==> src/pkg/rlc_pkg.sv <==
package rlc_pkg;

    // ------------------------------------------------------------
    // register map (byte addresses)
    // ------------------------------------------------------------
    localparam int          ADDR_W         = 8;
    localparam logic [7:0]  TAG_TIMING_OFS = 8'h00;
    localparam logic [7:0]  DATA_TIMING_OFS = 8'h04;
    localparam logic [7:0]  ERR_STATUS_OFS = 8'h08;

    // ------------------------------------------------------------
    // field layout of both latency registers
    // ------------------------------------------------------------
    localparam int          LAT_FIELD_W    = 3;
    localparam int          SETUP_LSB      = 0;
    localparam int          READ_LSB       = 4;
    localparam int          WRITE_LSB      = 8;
    localparam logic [31:0] TIMING_MASK    = 32'h0000_0777;

    // error status bits
    localparam int          DECERR_BIT     = 0;
    localparam int          SLVERR_BIT     = 1;

    // ------------------------------------------------------------
    // htrans / hresp codes
    // ------------------------------------------------------------
    localparam logic [1:0]  HTRANS_NONSEQ  = 2'h2;
    localparam logic        HRESP_OKAY     = 1'h0;
    localparam logic        HRESP_ERROR    = 1'h1;

    // reset value of fields not set by parameters
    localparam logic [2:0]  LAT_ZERO       = 3'h0;

    // ------------------------------------------------------------
    // state machines
    // ------------------------------------------------------------
    typedef enum logic [2:0] {
        BUS_IDLE = 3'b001,
        BUS_ERR1 = 3'b010,
        BUS_ERR2 = 3'b100
    } rlc_bus_t;

    typedef enum logic [2:0] {
        SEQ_IDLE   = 3'b001,
        SEQ_SETUP  = 3'b010,
        SEQ_ACCESS = 3'b100
    } rlc_seq_t;

endpackage

==> src/core/rlc_ram_seq.sv <==
`timescale 1ns/1ns
`default_nettype none
module rlc_ram_seq
    import rlc_pkg::*;
#(
    parameter int LAT_W = LAT_FIELD_W
) (
    // clock and reset
    input  wire logic             sys_clk,
    input  wire logic             rst_n,
    // latency settings
    input  wire logic [LAT_W-1:0] setup_lat,
    input  wire logic [LAT_W-1:0] read_lat,
    input  wire logic [LAT_W-1:0] write_lat,
    // access request
    input  wire logic             req,
    input  wire logic             req_we,
    output logic                  ready,
    output logic                  done,
    // ram strobes
    output logic                  ram_cs,
    output logic                  ram_we
);

    // a field needs at least one bit to hold a latency code
    if (LAT_W < 1) begin : g_bad_width
        $error("latency field width must be at least one");
    end

    rlc_seq_t         state;
    logic [LAT_W-1:0] cnt;
    logic [LAT_W-1:0] acc_lat;
    logic             we_q;

    // ------------------------------------------------------------
    // setup phase then access phase, each code+1 cycles
    // ------------------------------------------------------------
    // settings are latched at the start so a register write cannot
    // stretch or cut an access already in flight
    always_ff @(posedge sys_clk) begin
        if (!rst_n) begin
            state   <= SEQ_IDLE;
            cnt     <= '0;
            acc_lat <= '0;
            we_q    <= 1'b0;
            done    <= 1'b0;
        end else begin
            done <= 1'b0;
            case (state)
                SEQ_IDLE: begin
                    if (req) begin
                        state   <= SEQ_SETUP;
                        cnt     <= setup_lat;
                        acc_lat <= req_we ? write_lat : read_lat;
                        we_q    <= req_we;
                    end
                end
                SEQ_SETUP: begin
                    if (cnt == '0) begin
                        state <= SEQ_ACCESS;
                        cnt   <= acc_lat;
                    end else begin
                        cnt <= cnt - 1'b1;
                    end
                end
                SEQ_ACCESS: begin
                    if (cnt == '0) begin
                        state <= SEQ_IDLE;
                        done  <= 1'b1;
                    end else begin
                        cnt <= cnt - 1'b1;
                    end
                end
                default: state <= SEQ_IDLE;
            endcase
        end
    end

    // strobes decoded from one-hot state flops
    assign ready  = (state == SEQ_IDLE);
    assign ram_cs = (state == SEQ_ACCESS);
    assign ram_we = ram_cs & we_q;

    // ------------------------------------------------------------
    // checks
    // ------------------------------------------------------------
    logic [LAT_W:0]   su_cnt;
    logic [LAT_W:0]   cs_cnt;
    logic [LAT_W-1:0] su_lat_q;

    // helper counters of phase lengths
    always_ff @(posedge sys_clk) begin
        if (!rst_n) begin
            su_cnt   <= '0;
            cs_cnt   <= '0;
            su_lat_q <= '0;
        end else if (ready && req) begin
            su_cnt   <= '0;
            cs_cnt   <= '0;
            su_lat_q <= setup_lat;
        end else begin
            if (state == SEQ_SETUP) su_cnt <= su_cnt + 1'b1;
            if (ram_cs) cs_cnt <= cs_cnt + 1'b1;
        end
    end
endmodule
`default_nettype wire

==> src/core/rlc_top.sv <==
// Our own choices: the AHB-Lite register port and the placing of the registers.
`timescale 1ns/1ns
`default_nettype none
module rlc_top
    import rlc_pkg::*;
#(
    parameter int TAG_SETUP_DELAY_PARAM  = 0,
    parameter int TAG_READ_DELAY_PARAM   = 0,
    parameter int TAG_WRITE_DELAY_PARAM  = 0,
    parameter int DATA_SETUP_DELAY_PARAM = 0,
    parameter int DATA_READ_DELAY_PARAM  = 0,
    parameter int DATA_WRITE_DELAY_PARAM = 0
) (
    // clock and reset
    input  wire logic              sys_clk,
    input  wire logic              rst_n,
    // ahb-lite slave
    input  wire logic              hsel,
    input  wire logic [ADDR_W-1:0] haddr,
    input  wire logic [1:0]        htrans,
    input  wire logic              hwrite,
    input  wire logic [2:0]        hsize,
    input  wire logic [31:0]       hwdata,
    input  wire logic              hready,
    input  wire logic              hnonsec,
    output logic [31:0]            hrdata,
    output logic                   hreadyout,
    output logic                   hresp,
    // cache enable from main control register
    input  wire logic              cache_enable,
    // tag ram access
    input  wire logic              tag_req,
    input  wire logic              tag_req_we,
    output logic                   tag_ready,
    output logic                   tag_done,
    output logic                   tag_ram_cs,
    output logic                   tag_ram_we,
    // data ram access
    input  wire logic              data_req,
    input  wire logic              data_req_we,
    output logic                   data_ready,
    output logic                   data_done,
    output logic                   data_ram_cs,
    output logic                   data_ram_we
);

    // ------------------------------------------------------------
    // elaboration checks
    // ------------------------------------------------------------
    localparam int LAT_MAX = (1 << LAT_FIELD_W) - 1;

    if (TAG_SETUP_DELAY_PARAM  < 0 || TAG_SETUP_DELAY_PARAM  > LAT_MAX ||
        TAG_READ_DELAY_PARAM   < 0 || TAG_READ_DELAY_PARAM   > LAT_MAX ||
        TAG_WRITE_DELAY_PARAM  < 0 || TAG_WRITE_DELAY_PARAM  > LAT_MAX ||
        DATA_SETUP_DELAY_PARAM < 0 || DATA_SETUP_DELAY_PARAM > LAT_MAX ||
        DATA_READ_DELAY_PARAM  < 0 || DATA_READ_DELAY_PARAM  > LAT_MAX ||
        DATA_WRITE_DELAY_PARAM < 0 || DATA_WRITE_DELAY_PARAM > LAT_MAX) begin : g_bad_lat
        $error("latency reset parameter out of range");
    end

    // reset words built from the build-time parameters
    localparam logic [31:0] TAG_RESET =
        (32'(TAG_WRITE_DELAY_PARAM) << WRITE_LSB) |
        (32'(TAG_READ_DELAY_PARAM)  << READ_LSB)  |
        (32'(TAG_SETUP_DELAY_PARAM) << SETUP_LSB);
    localparam logic [31:0] DATA_RESET =
        (32'(DATA_WRITE_DELAY_PARAM) << WRITE_LSB) |
        (32'(DATA_READ_DELAY_PARAM)  << READ_LSB)  |
        (32'(DATA_SETUP_DELAY_PARAM) << SETUP_LSB);

    // ------------------------------------------------------------
    // registers
    // ------------------------------------------------------------
    logic [31:0]       tag_ram_timing;
    logic [31:0]       data_ram_timing;
    logic [1:0]        err_status;
    rlc_bus_t          bus_state;
    logic              wr_pend;
    logic [ADDR_W-1:0] wr_addr;

    // address phase decode
    logic acc_valid;
    logic hit_tag;
    logic hit_data;
    logic hit_stat;
    logic mapped;
    logic lat_wr;
    logic deny_ns;
    logic deny_en;
    logic refuse;

    assign acc_valid = hsel && (htrans == HTRANS_NONSEQ) && hready;
    assign hit_tag   = (haddr == TAG_TIMING_OFS);
    assign hit_data  = (haddr == DATA_TIMING_OFS);
    assign hit_stat  = (haddr == ERR_STATUS_OFS);
    assign mapped    = hit_tag || hit_data || hit_stat;
    assign lat_wr    = hwrite && (hit_tag || hit_data);
    assign deny_ns   = lat_wr && hnonsec;
    assign deny_en   = lat_wr && !hnonsec && cache_enable;
    assign refuse    = !mapped || deny_ns || deny_en;

    // ------------------------------------------------------------
    // bus response: ok in one data cycle, error in two
    // ------------------------------------------------------------
    // ahb-lite has one error code, so the decode and slave error cases
    // both answer ERROR and are told apart in the status register
    always_ff @(posedge sys_clk) begin
        if (!rst_n) begin
            bus_state <= BUS_IDLE;
        end else begin
            case (bus_state)
                BUS_IDLE: begin
                    if (acc_valid && refuse) bus_state <= BUS_ERR1;
                end
                BUS_ERR1: bus_state <= BUS_ERR2;
                BUS_ERR2: begin
                    if (acc_valid && refuse) bus_state <= BUS_ERR1;
                    else bus_state <= BUS_IDLE;
                end
                default: bus_state <= BUS_IDLE;
            endcase
        end
    end

    assign hreadyout = (bus_state != BUS_ERR1);
    assign hresp     = (bus_state == BUS_IDLE) ? HRESP_OKAY : HRESP_ERROR;

    // accepted write waits for its data phase
    always_ff @(posedge sys_clk) begin
        if (!rst_n) begin
            wr_pend <= 1'b0;
            wr_addr <= '0;
        end else begin
            wr_pend <= acc_valid && hwrite && !refuse;
            if (acc_valid) wr_addr <= haddr;
        end
    end

    // ------------------------------------------------------------
    // latency registers
    // ------------------------------------------------------------
    // reserved bits are never stored, so they always read zero
    always_ff @(posedge sys_clk) begin
        if (!rst_n) begin
            tag_ram_timing  <= TAG_RESET;
            data_ram_timing <= DATA_RESET;
        end else if (wr_pend) begin
            if (wr_addr == TAG_TIMING_OFS) begin
                tag_ram_timing <= hwdata & TIMING_MASK;
            end else if (wr_addr == DATA_TIMING_OFS) begin
                data_ram_timing <= hwdata & TIMING_MASK;
            end
        end
    end

    // sticky refusal causes, a write of one clears, new refusal wins
    always_ff @(posedge sys_clk) begin
        if (!rst_n) begin
            err_status <= 2'h0;
        end else begin
            if (wr_pend && wr_addr == ERR_STATUS_OFS) begin
                err_status <= err_status & ~hwdata[1:0];
            end
            if (acc_valid && deny_ns) err_status[DECERR_BIT] <= 1'b1;
            if (acc_valid && deny_en) err_status[SLVERR_BIT] <= 1'b1;
        end
    end

    // read data captured in the address phase, any security state
    always_ff @(posedge sys_clk) begin
        if (!rst_n) begin
            hrdata <= 32'h0000_0000;
        end else if (acc_valid && !hwrite) begin
            if (hit_tag) begin
                hrdata <= tag_ram_timing;
            end else if (hit_data) begin
                hrdata <= data_ram_timing;
            end else if (hit_stat) begin
                hrdata <= {30'h0, err_status};
            end else begin
                hrdata <= 32'h0000_0000;
            end
        end
    end

    // ------------------------------------------------------------
    // ram sequencers, one per array
    // ------------------------------------------------------------
    rlc_ram_seq #(.LAT_W(LAT_FIELD_W)) u_tag_seq (
        .sys_clk   (sys_clk),
        .rst_n     (rst_n),
        .setup_lat (tag_ram_timing[SETUP_LSB +: LAT_FIELD_W]),
        .read_lat  (tag_ram_timing[READ_LSB +: LAT_FIELD_W]),
        .write_lat (tag_ram_timing[WRITE_LSB +: LAT_FIELD_W]),
        .req       (tag_req),
        .req_we    (tag_req_we),
        .ready     (tag_ready),
        .done      (tag_done),
        .ram_cs    (tag_ram_cs),
        .ram_we    (tag_ram_we)
    );

    rlc_ram_seq #(.LAT_W(LAT_FIELD_W)) u_data_seq (
        .sys_clk   (sys_clk),
        .rst_n     (rst_n),
        .setup_lat (data_ram_timing[SETUP_LSB +: LAT_FIELD_W]),
        .read_lat  (data_ram_timing[READ_LSB +: LAT_FIELD_W]),
        .write_lat (data_ram_timing[WRITE_LSB +: LAT_FIELD_W]),
        .req       (data_req),
        .req_we    (data_req_we),
        .ready     (data_ready),
        .done      (data_done),
        .ram_cs    (data_ram_cs),
        .ram_we    (data_ram_we)
    );
endmodule
`default_nettype wire

==> config.mk <==
export PLATFORM = sky130hd
export DESIGN_NAME = rlc_top
export DESIGN_NICKNAME = d
export VERILOG_FILES = /design/src/pkg/rlc_pkg.sv /design/src/core/rlc_ram_seq.sv /design/src/core/rlc_top.sv
export SDC_FILE = /design/constraint.sdc
export NUM_CORES = 1
export LEC_CHECK = 0
export BUFFER_PORTS_ARGS = -buffer_cell sky130_fd_sc_hd__clkbuf_2
export CELL_PAD_IN_SITES_DETAIL_PLACEMENT = 1
export CELL_PAD_IN_SITES_GLOBAL_PLACEMENT = 1
export CORE_ASPECT_RATIO = 0.7
export CORE_MARGIN = 2
export CORE_UTILIZATION = 38
export DETAILED_ROUTE_END_ITERATION = 8
export HOLD_SLACK_MARGIN = 0.15
export PLACE_DENSITY = 0.91
export RECOVER_POWER = 100
export SETUP_SLACK_MARGIN = 0.15
export SYNTH_ARGS = -nofsm -noshare
export SYNTH_HDL_FRONTEND = slang
export SYNTH_SLANG_ARGS = --single-unit
export TNS_END_PERCENT = 10
==> constraint.sdc <==
create_clock -name sys_clk -period 1.9 [get_ports sys_clk]
set_input_delay 0.38 -clock sys_clk [delete_from_list [all_inputs] [get_ports sys_clk]]
set_output_delay 0.38 -clock sys_clk [all_outputs]
set_load 0.02 [all_outputs]
Yosys cells after proc, flatten, opt, wreduce, memory -nomap -nowiden

Cells that the tools add are included.

Flip-flop bits (word level): 86
Output and inout bits: 42
Logic and storage cells: 118

Add/subtract/negate cells: 2
Equality and inequality tests: 24
Mux-type cells: 30
Bitwise logic cells: 5
Reductions and logical operators: 39

Operators with widths:

| operator              | count |
|---|---|
| $mux W3               | 15 |
| $pmux W3 S3           | 5 |
| $mux W11              | 2 |
| $eq A8 B3 Y1 const B  | 2 |
| $eq A8 B4 Y1 const B  | 2 |
| $logic_not A8 Y1      | 2 |
| $reduce_and A3 Y1     | 5 |
| $ne A2 B2 Y1 const B  | 7 |
| $logic_and A1 B1 Y1   | 13 |
| $reduce_and A2 Y1     | 5 |
| $eq A3 B1 Y1 const B  | 3 |
| $eq A3 B2 Y1 const B  | 3 |
| $eq A3 B3 Y1 const B  | 3 |
| $logic_not A3 Y1      | 2 |
| $mux W2               | 3 |
| $reduce_bool A3 Y1    | 2 |
| $sub A3 B1 Y3 const B | 2 |
| $mux W1               | 5 |
| $logic_not A1 Y1      | 4 |
| $logic_or A1 B1 Y1    | 4 |
| $ne A2 B1 Y1 const B  | 2 |
| $reduce_bool A2 Y1    | 2 |
| $ne A3 B2 Y1 const B  | 1 |
| $and A1 B1 Y1         | 2 |
| 4 further kinds       | 4 |

Longest topological paths before layout

Depth after elaboration: 9
Mapped depth: 6

Hierarchy

From an unflattened synthesis, not the netlist that was laid out.

Cell total of the unflattened synthesis: 362
Area total of the unflattened synthesis: 3236.9 µm²

By module, submodules not included:

| module                   | times used | cells each | area each (µm²) |
|---|---|---|---|
| rlc_top                  | 1          | 216        | 1929.4 |
| rlc_ram_seq (u_tag_seq)  | 1          | 73         | 675.6 |
| rlc_ram_seq (u_data_seq) | 1          | 73         | 631.9 |

Least setup slack after synthesis

OpenSTA, ideal clock, no wires.

Path type: reg2out
Start: register u_data_seq.state[1]
End: output data_ram_we
Arrival: 1242 ps
Path slack: 278 ps
Stages on the path, launching flop included: 4
Path buffers: 1
Cell sequence: dfxtp_1 -> buf_4 -> nor3b_2 -> and2_1

Longest elaborated chain between the ends: 2

RTL lines:

| element                  | RTL line          | RTL |
|---|---|---|
| start: declaration       | rlc_ram_seq.sv:30 | `rlc_seq_t state;` |
| start signal: assignment | rlc_ram_seq.sv:42 | `state <= SEQ_IDLE;` |
| start signal: assignment | rlc_ram_seq.sv:52 | `state <= SEQ_SETUP;` |
| start signal: assignment | rlc_ram_seq.sv:60 | `state <= SEQ_ACCESS;` |
| $eq A3 B3 Y1             | rlc_ram_seq.sv:81 | `assign ram_cs = (state == SEQ_ACCESS);` |
| named net data_ram_cs    | rlc_top.sv:43     | `output logic data_ram_cs,` |
| $and A1 B1 Y1            | rlc_ram_seq.sv:82 | `assign ram_we = ram_cs & we_q;` |
| end: declaration         | rlc_top.sv:44     | `output logic data_ram_we` |

The timed path passes the listed nets, and every way through them passes these cells.

Final worst setup path

Start: register u_data_seq.state[1]
End: output data_ram_we

Longest elaborated chain between the ends: 2

RTL lines:

| element       | RTL line |
|---|---|
| $eq A3 B3 Y1  | rlc_ram_seq.sv:81 |
| $and A1 B1 Y1 | rlc_ram_seq.sv:82 |

Every way passes these cells.

==> PnR_summary.wiki <==
{| class="wikitable"
! Metric !! Value
|-
| Vias per Instance || 5.35
|-
| Clock Tree Buf Depth || 2
|-
| Die Y-Extent || about 80 µm
|-
| Ranking of synthesized cells by area || sky130_fd_sc_hd__dfxtp_1 (40%), sky130_fd_sc_hd__mux2i_1 (9.3%), sky130_fd_sc_hd__buf_4 (6.2%), sky130_fd_sc_hd__nand2_1 (6.2%), sky130_fd_sc_hd__o21ai_0 (2.9%)
|-
| Number of max-slew violations in the final report || 0
|-
| Clock input transition at the sequential cells of the worst setup and hold paths || around 0.06 ns
|-
| Result of the run || finished clean
|-
| Buffer cell driving the clock tree root || sky130_fd_sc_hd__clkbuf_16
|-
| Number of buffer and inverter instances along the worst setup path || 1
|-
| Total inserted antenna cells || 0
|-
| Proportion of netlist area held by the largest area contributor || between 40 and 50%
|-
| Critical path launch point type || flop
|-
| Ratio of total power to cell area || between 900 and 1000 mW/mm²
|-
| Normalized max-slew margin || around 52%
|-
| # hold bufs at CTS || 0
|-
| Site row count || 27
|-
| Placeable core area || between 0.007 and 0.008 mm²
|-
| LEAKAGE || between 1.5 and 2 nW
|-
| HPWL after DPL || approximately 6 mm
|-
| Placed cells || between 400 and 500
|-
| Congestion Overflow GR || 0
|-
| Total setup violations reported at the end of the flow || 0
|-
| Final hold violation count || 0
|-
| Initial detailed-routing violation count || about 140
|-
| Initial core utilization || a little under 40%
|-
| Critical Path RT || 1.52 ns
|-
| First-pass GRT wire length || 14.2 mm
|-
| Floorplan die area || between 0.008 and 0.009 mm²
|-
| Mapped cell area || 0.00313 mm²
|-
| Unrepaired setup endpoints after global routing || yes
|-
| Cells traversed along the worst timing path || nor3b_4 -> and2_1 -> clkbuf_1
|-
| Initial antenna violation count || 0
|-
| Number of detailed-routing iterations run before antenna repair || 4
|-
| Achievable clock frequency || roughly 570 MHz
|-
| Synthesized area per cell || roughly 9.3 µm²
|-
| Worst voltage drop across the vdd grid || ~0.38 mV
|-
| Transition time at the pin with the least slew margin || roughly 0.72 ns
|-
| Distinct cell type count after synthesis || 54
|-
| Die span in x || 113 µm
|-
| Worst Setup End Kind || output pin
|-
| Highest-delay cell along the critical path || sky130_fd_sc_hd__dfxtp_1
|-
| EDFF count, synth || 0
|-
| TritonCTS Buffers || 9
|-
| Type of the most critical hold path || input pin to flop
|-
| Clock Skews || 0.00565 ns
|-
| Routed wire per std cell || roughly 18 µm
|-
| Fin nets || ~450
|-
| CTS Sinks || 63
|-
| Buffers added on ports || 48
|-
| CTS tree || done
|-
| Max capacitance violation total || 0
|-
| Proportion of synthesized chip area in sequential cells || between 40% and 50%
|-
| Hold WS || roughly 0.31 ns
|-
| Number of nets with antenna violations after detailed routing || 0
|-
| Worst setup path category || flop to output pin
|-
| Ports || 98
|-
| Proportion of register bits with asynchronous set or reset after synthesis || 0%
|-
| Total negative slack || 0 ns
|-
| Synthesized netlist cell count || 338
|-
| FF+latch count, synth || 63
|-
| Most frequently used flop master after synthesis || sky130_fd_sc_hd__dfxtp_1
|-
| Vias in the first global route || 2845
|-
| DR vias || ~2600
|-
| Number of H-tree levels || 3
|-
| Pin count of the biggest net entering global routing || 54
|-
| Clk_lat worst skew || 0.33 ns
|-
| Total number of yosys warnings || 0
|-
| Number of standard cells in the final layout excluding fillers || roughly 500
|-
| Share of cells above drive strength 1 || roughly 17%
|-
| Post-route clock period utilization || a little over 90%
|-
| Placer congestion estimate || between 0.8 and 0.9
|-
| Worst Path Arrival || 1.36 ns
|-
| Total wirelength of the detailed-routed design || around 8.7 mm
|-
| Crit path time final || approximately 1.7 ns
|-
| Overall track demand over capacity in global routing || about a fifth
|-
| Critical path's largest stage delay || between 0.4 and 0.5 ns
|-
| Area growth from synthesis to layout || 17.4%
|-
| Max Fanout on Critical Path || 10
|-
| Cell type contributing the most total cell area after synthesis || sky130_fd_sc_hd__dfxtp_1
|-
| DRC viols || 0
|-
| Top Family by Delay on Critical Path || flip-flops
|}
-- cells in the mapped netlist (2+ instances only) --
cell type and number:
sky130_fd_sc_hd__nor2b_1 7, sky130_fd_sc_hd__nand2b_1 3, sky130_fd_sc_hd__o21a_1 2, sky130_fd_sc_hd__o2bb2ai_1 9
sky130_fd_sc_hd__nand3_1 11, sky130_fd_sc_hd__or3b_2 2, sky130_fd_sc_hd__nor4bb_1 2, sky130_fd_sc_hd__dfxtp_1 63
sky130_fd_sc_hd__a211o_2 2, sky130_fd_sc_hd__nor3b_2 2, sky130_fd_sc_hd__nand2_1 52, sky130_fd_sc_hd__buf_2 4
sky130_fd_sc_hd__inv_1 5, sky130_fd_sc_hd__xor2_1 3, sky130_fd_sc_hd__nand4b_1 5, sky130_fd_sc_hd__o21ai_0 18
sky130_fd_sc_hd__and3_1 5, sky130_fd_sc_hd__nor2_1 7, sky130_fd_sc_hd__nor3b_1 4, sky130_fd_sc_hd__mux2i_1 29
sky130_fd_sc_hd__a32oi_1 3, sky130_fd_sc_hd__clkbuf_1 10, sky130_fd_sc_hd__buf_6 2, sky130_fd_sc_hd__a31oi_1 5
sky130_fd_sc_hd__ha_1 4, sky130_fd_sc_hd__a21boi_0 12, sky130_fd_sc_hd__buf_4 26, sky130_fd_sc_hd__and2_1 6
sky130_fd_sc_hd__a32o_1 2, sky130_fd_sc_hd__o21bai_1 2, sky130_fd_sc_hd__nor3_1 3, sky130_fd_sc_hd__o211a_1 6
-- area by class of cell --
| type | count | area [µm²] |
|---|---|---|
| Clock inverter | 6 | 68.8 |
| Multi-Input combinational cell | 250 | 1660 |
| Timing Repair Buffer | 60 | 303 |
| Tap cell | 101 | 126 |
| Inverter | 5 | 18.8 |
| Sequential cell | 63 | 1260 |
| Clock buffer | 10 | 239 |
| Fill cell | 942 | 4260 |
-- where the power goes --
| group | leakage [nW] | internal, W | switching, W |
|---|---|---|---|
| Combinational | 0.863 | 0.000125 | 0.000219 |
| Clock | 0.149 | 0.00106 | 0.000614 |
| Sequential | 0.512 | 0.00136 | 0.0000423 |
| Total | 1.52 | 0.00254 | 0.000875 |
-- through the flow --
stage	area [µm²]	setup slack [ns]	power [W]	util, %
5_1_grt	3680	0.0480	0.00355	46.3
3_3_place_gp	3390	0.194	0.00174	42.7
6_report	3680	0.158	0.00341	46.3
2_1_floorplan	3220	0.278	0.00169	-
4_1_cts	3720	0.0874	0.00345	46.8
3_5_place_dp	3390	0.129	0.00176	42.7
-- placed cells by master (no fill, tap or decap), drive strengths merged, types with 7 or more instances in the layout --
cell and count:
nor2 7, nand3 11, dfxtp 63, o21ai 19
nor3b 7, conb 23, buf 7, clkbuf 63
mux2i 29, a21boi 13, o2bb2ai 9, nor2b 7
nand2 52
-- kinds of logic (layout without fill, tap and decap cells) --
family,after synthesis,count (layout),share of synthesized area (%)
other,1,23,0.120
muxes,30,30,9.62
AOI/OAI and AO/OA,72,72,16.9
xor gates and xnor gates,3,3,0.839
adders and majority gates,4,4,1.60
buffers and inverters,47,81,9.39
and+or+nand+nor,118,118,21.2
DFF,63,63,40.3
-- layer usage --
layer	GRT usage [%]	vias up	routed length [µm]
met1	23.7	1308	3870
met3	5.09	13	404
met2	36.6	66	4310
li1	-	1260	-
met4	5.98	0	106
met5	0	-	0
-- final timing paths --
path	startpoint	to	slack, ns	cells past startpoint
worst min register to register	hrdata[8]$_SDFFE_PN0P_	hrdata[8]$_SDFFE_PN0P_	0.46	1
worst max-delay path	u_data_seq.state[1]$_SDFFE_PN0P_	data_ram_we	0.16	3
worst min-delay path	hwdata[6]	tag_ram_timing[6]$_SDFFE_PN0P_	0.31	3
worst max register to register	u_tag_seq.cnt[0]$_SDFFE_PN0P_	u_tag_seq.cnt[0]$_SDFFE_PN0P_	0.16	6
-- worst reg2reg max path, cell delays in order, from the launching register on --
cell and delay [ns]:
sky130_fd_sc_hd__dfxtp_1 0.34, sky130_fd_sc_hd__inv_1 0.11, sky130_fd_sc_hd__ha_1 0.21, sky130_fd_sc_hd__nand2b_1 0.15, sky130_fd_sc_hd__a211o_2 0.42, sky130_fd_sc_hd__mux2i_1 0.13
sky130_fd_sc_hd__a21boi_0 0.27
-- state kept, by name, summed over array words and instances, names as in the netlist, 2 cells and up --
signal and flops:
u_data_seq.cnt 3, u_tag_seq.state 3, u_data_seq.acc_lat 3, wr_addr 8
u_data_seq.state 3, err_status 2, u_tag_seq.cnt 3, hrdata 9
u_tag_seq.acc_lat 3, tag_ram_timing 9, data_ram_timing 9, bus_state 3
-- timing repair --
action / CTS / global route
buffers inserted: 2 / 1
pin swaps: 0 / 1
setup endpoints to repair: 5 / 12
gates cloned: 0 / 0
gates resized for setup: 2 / 5
Power figures use the tool's default switching activity.
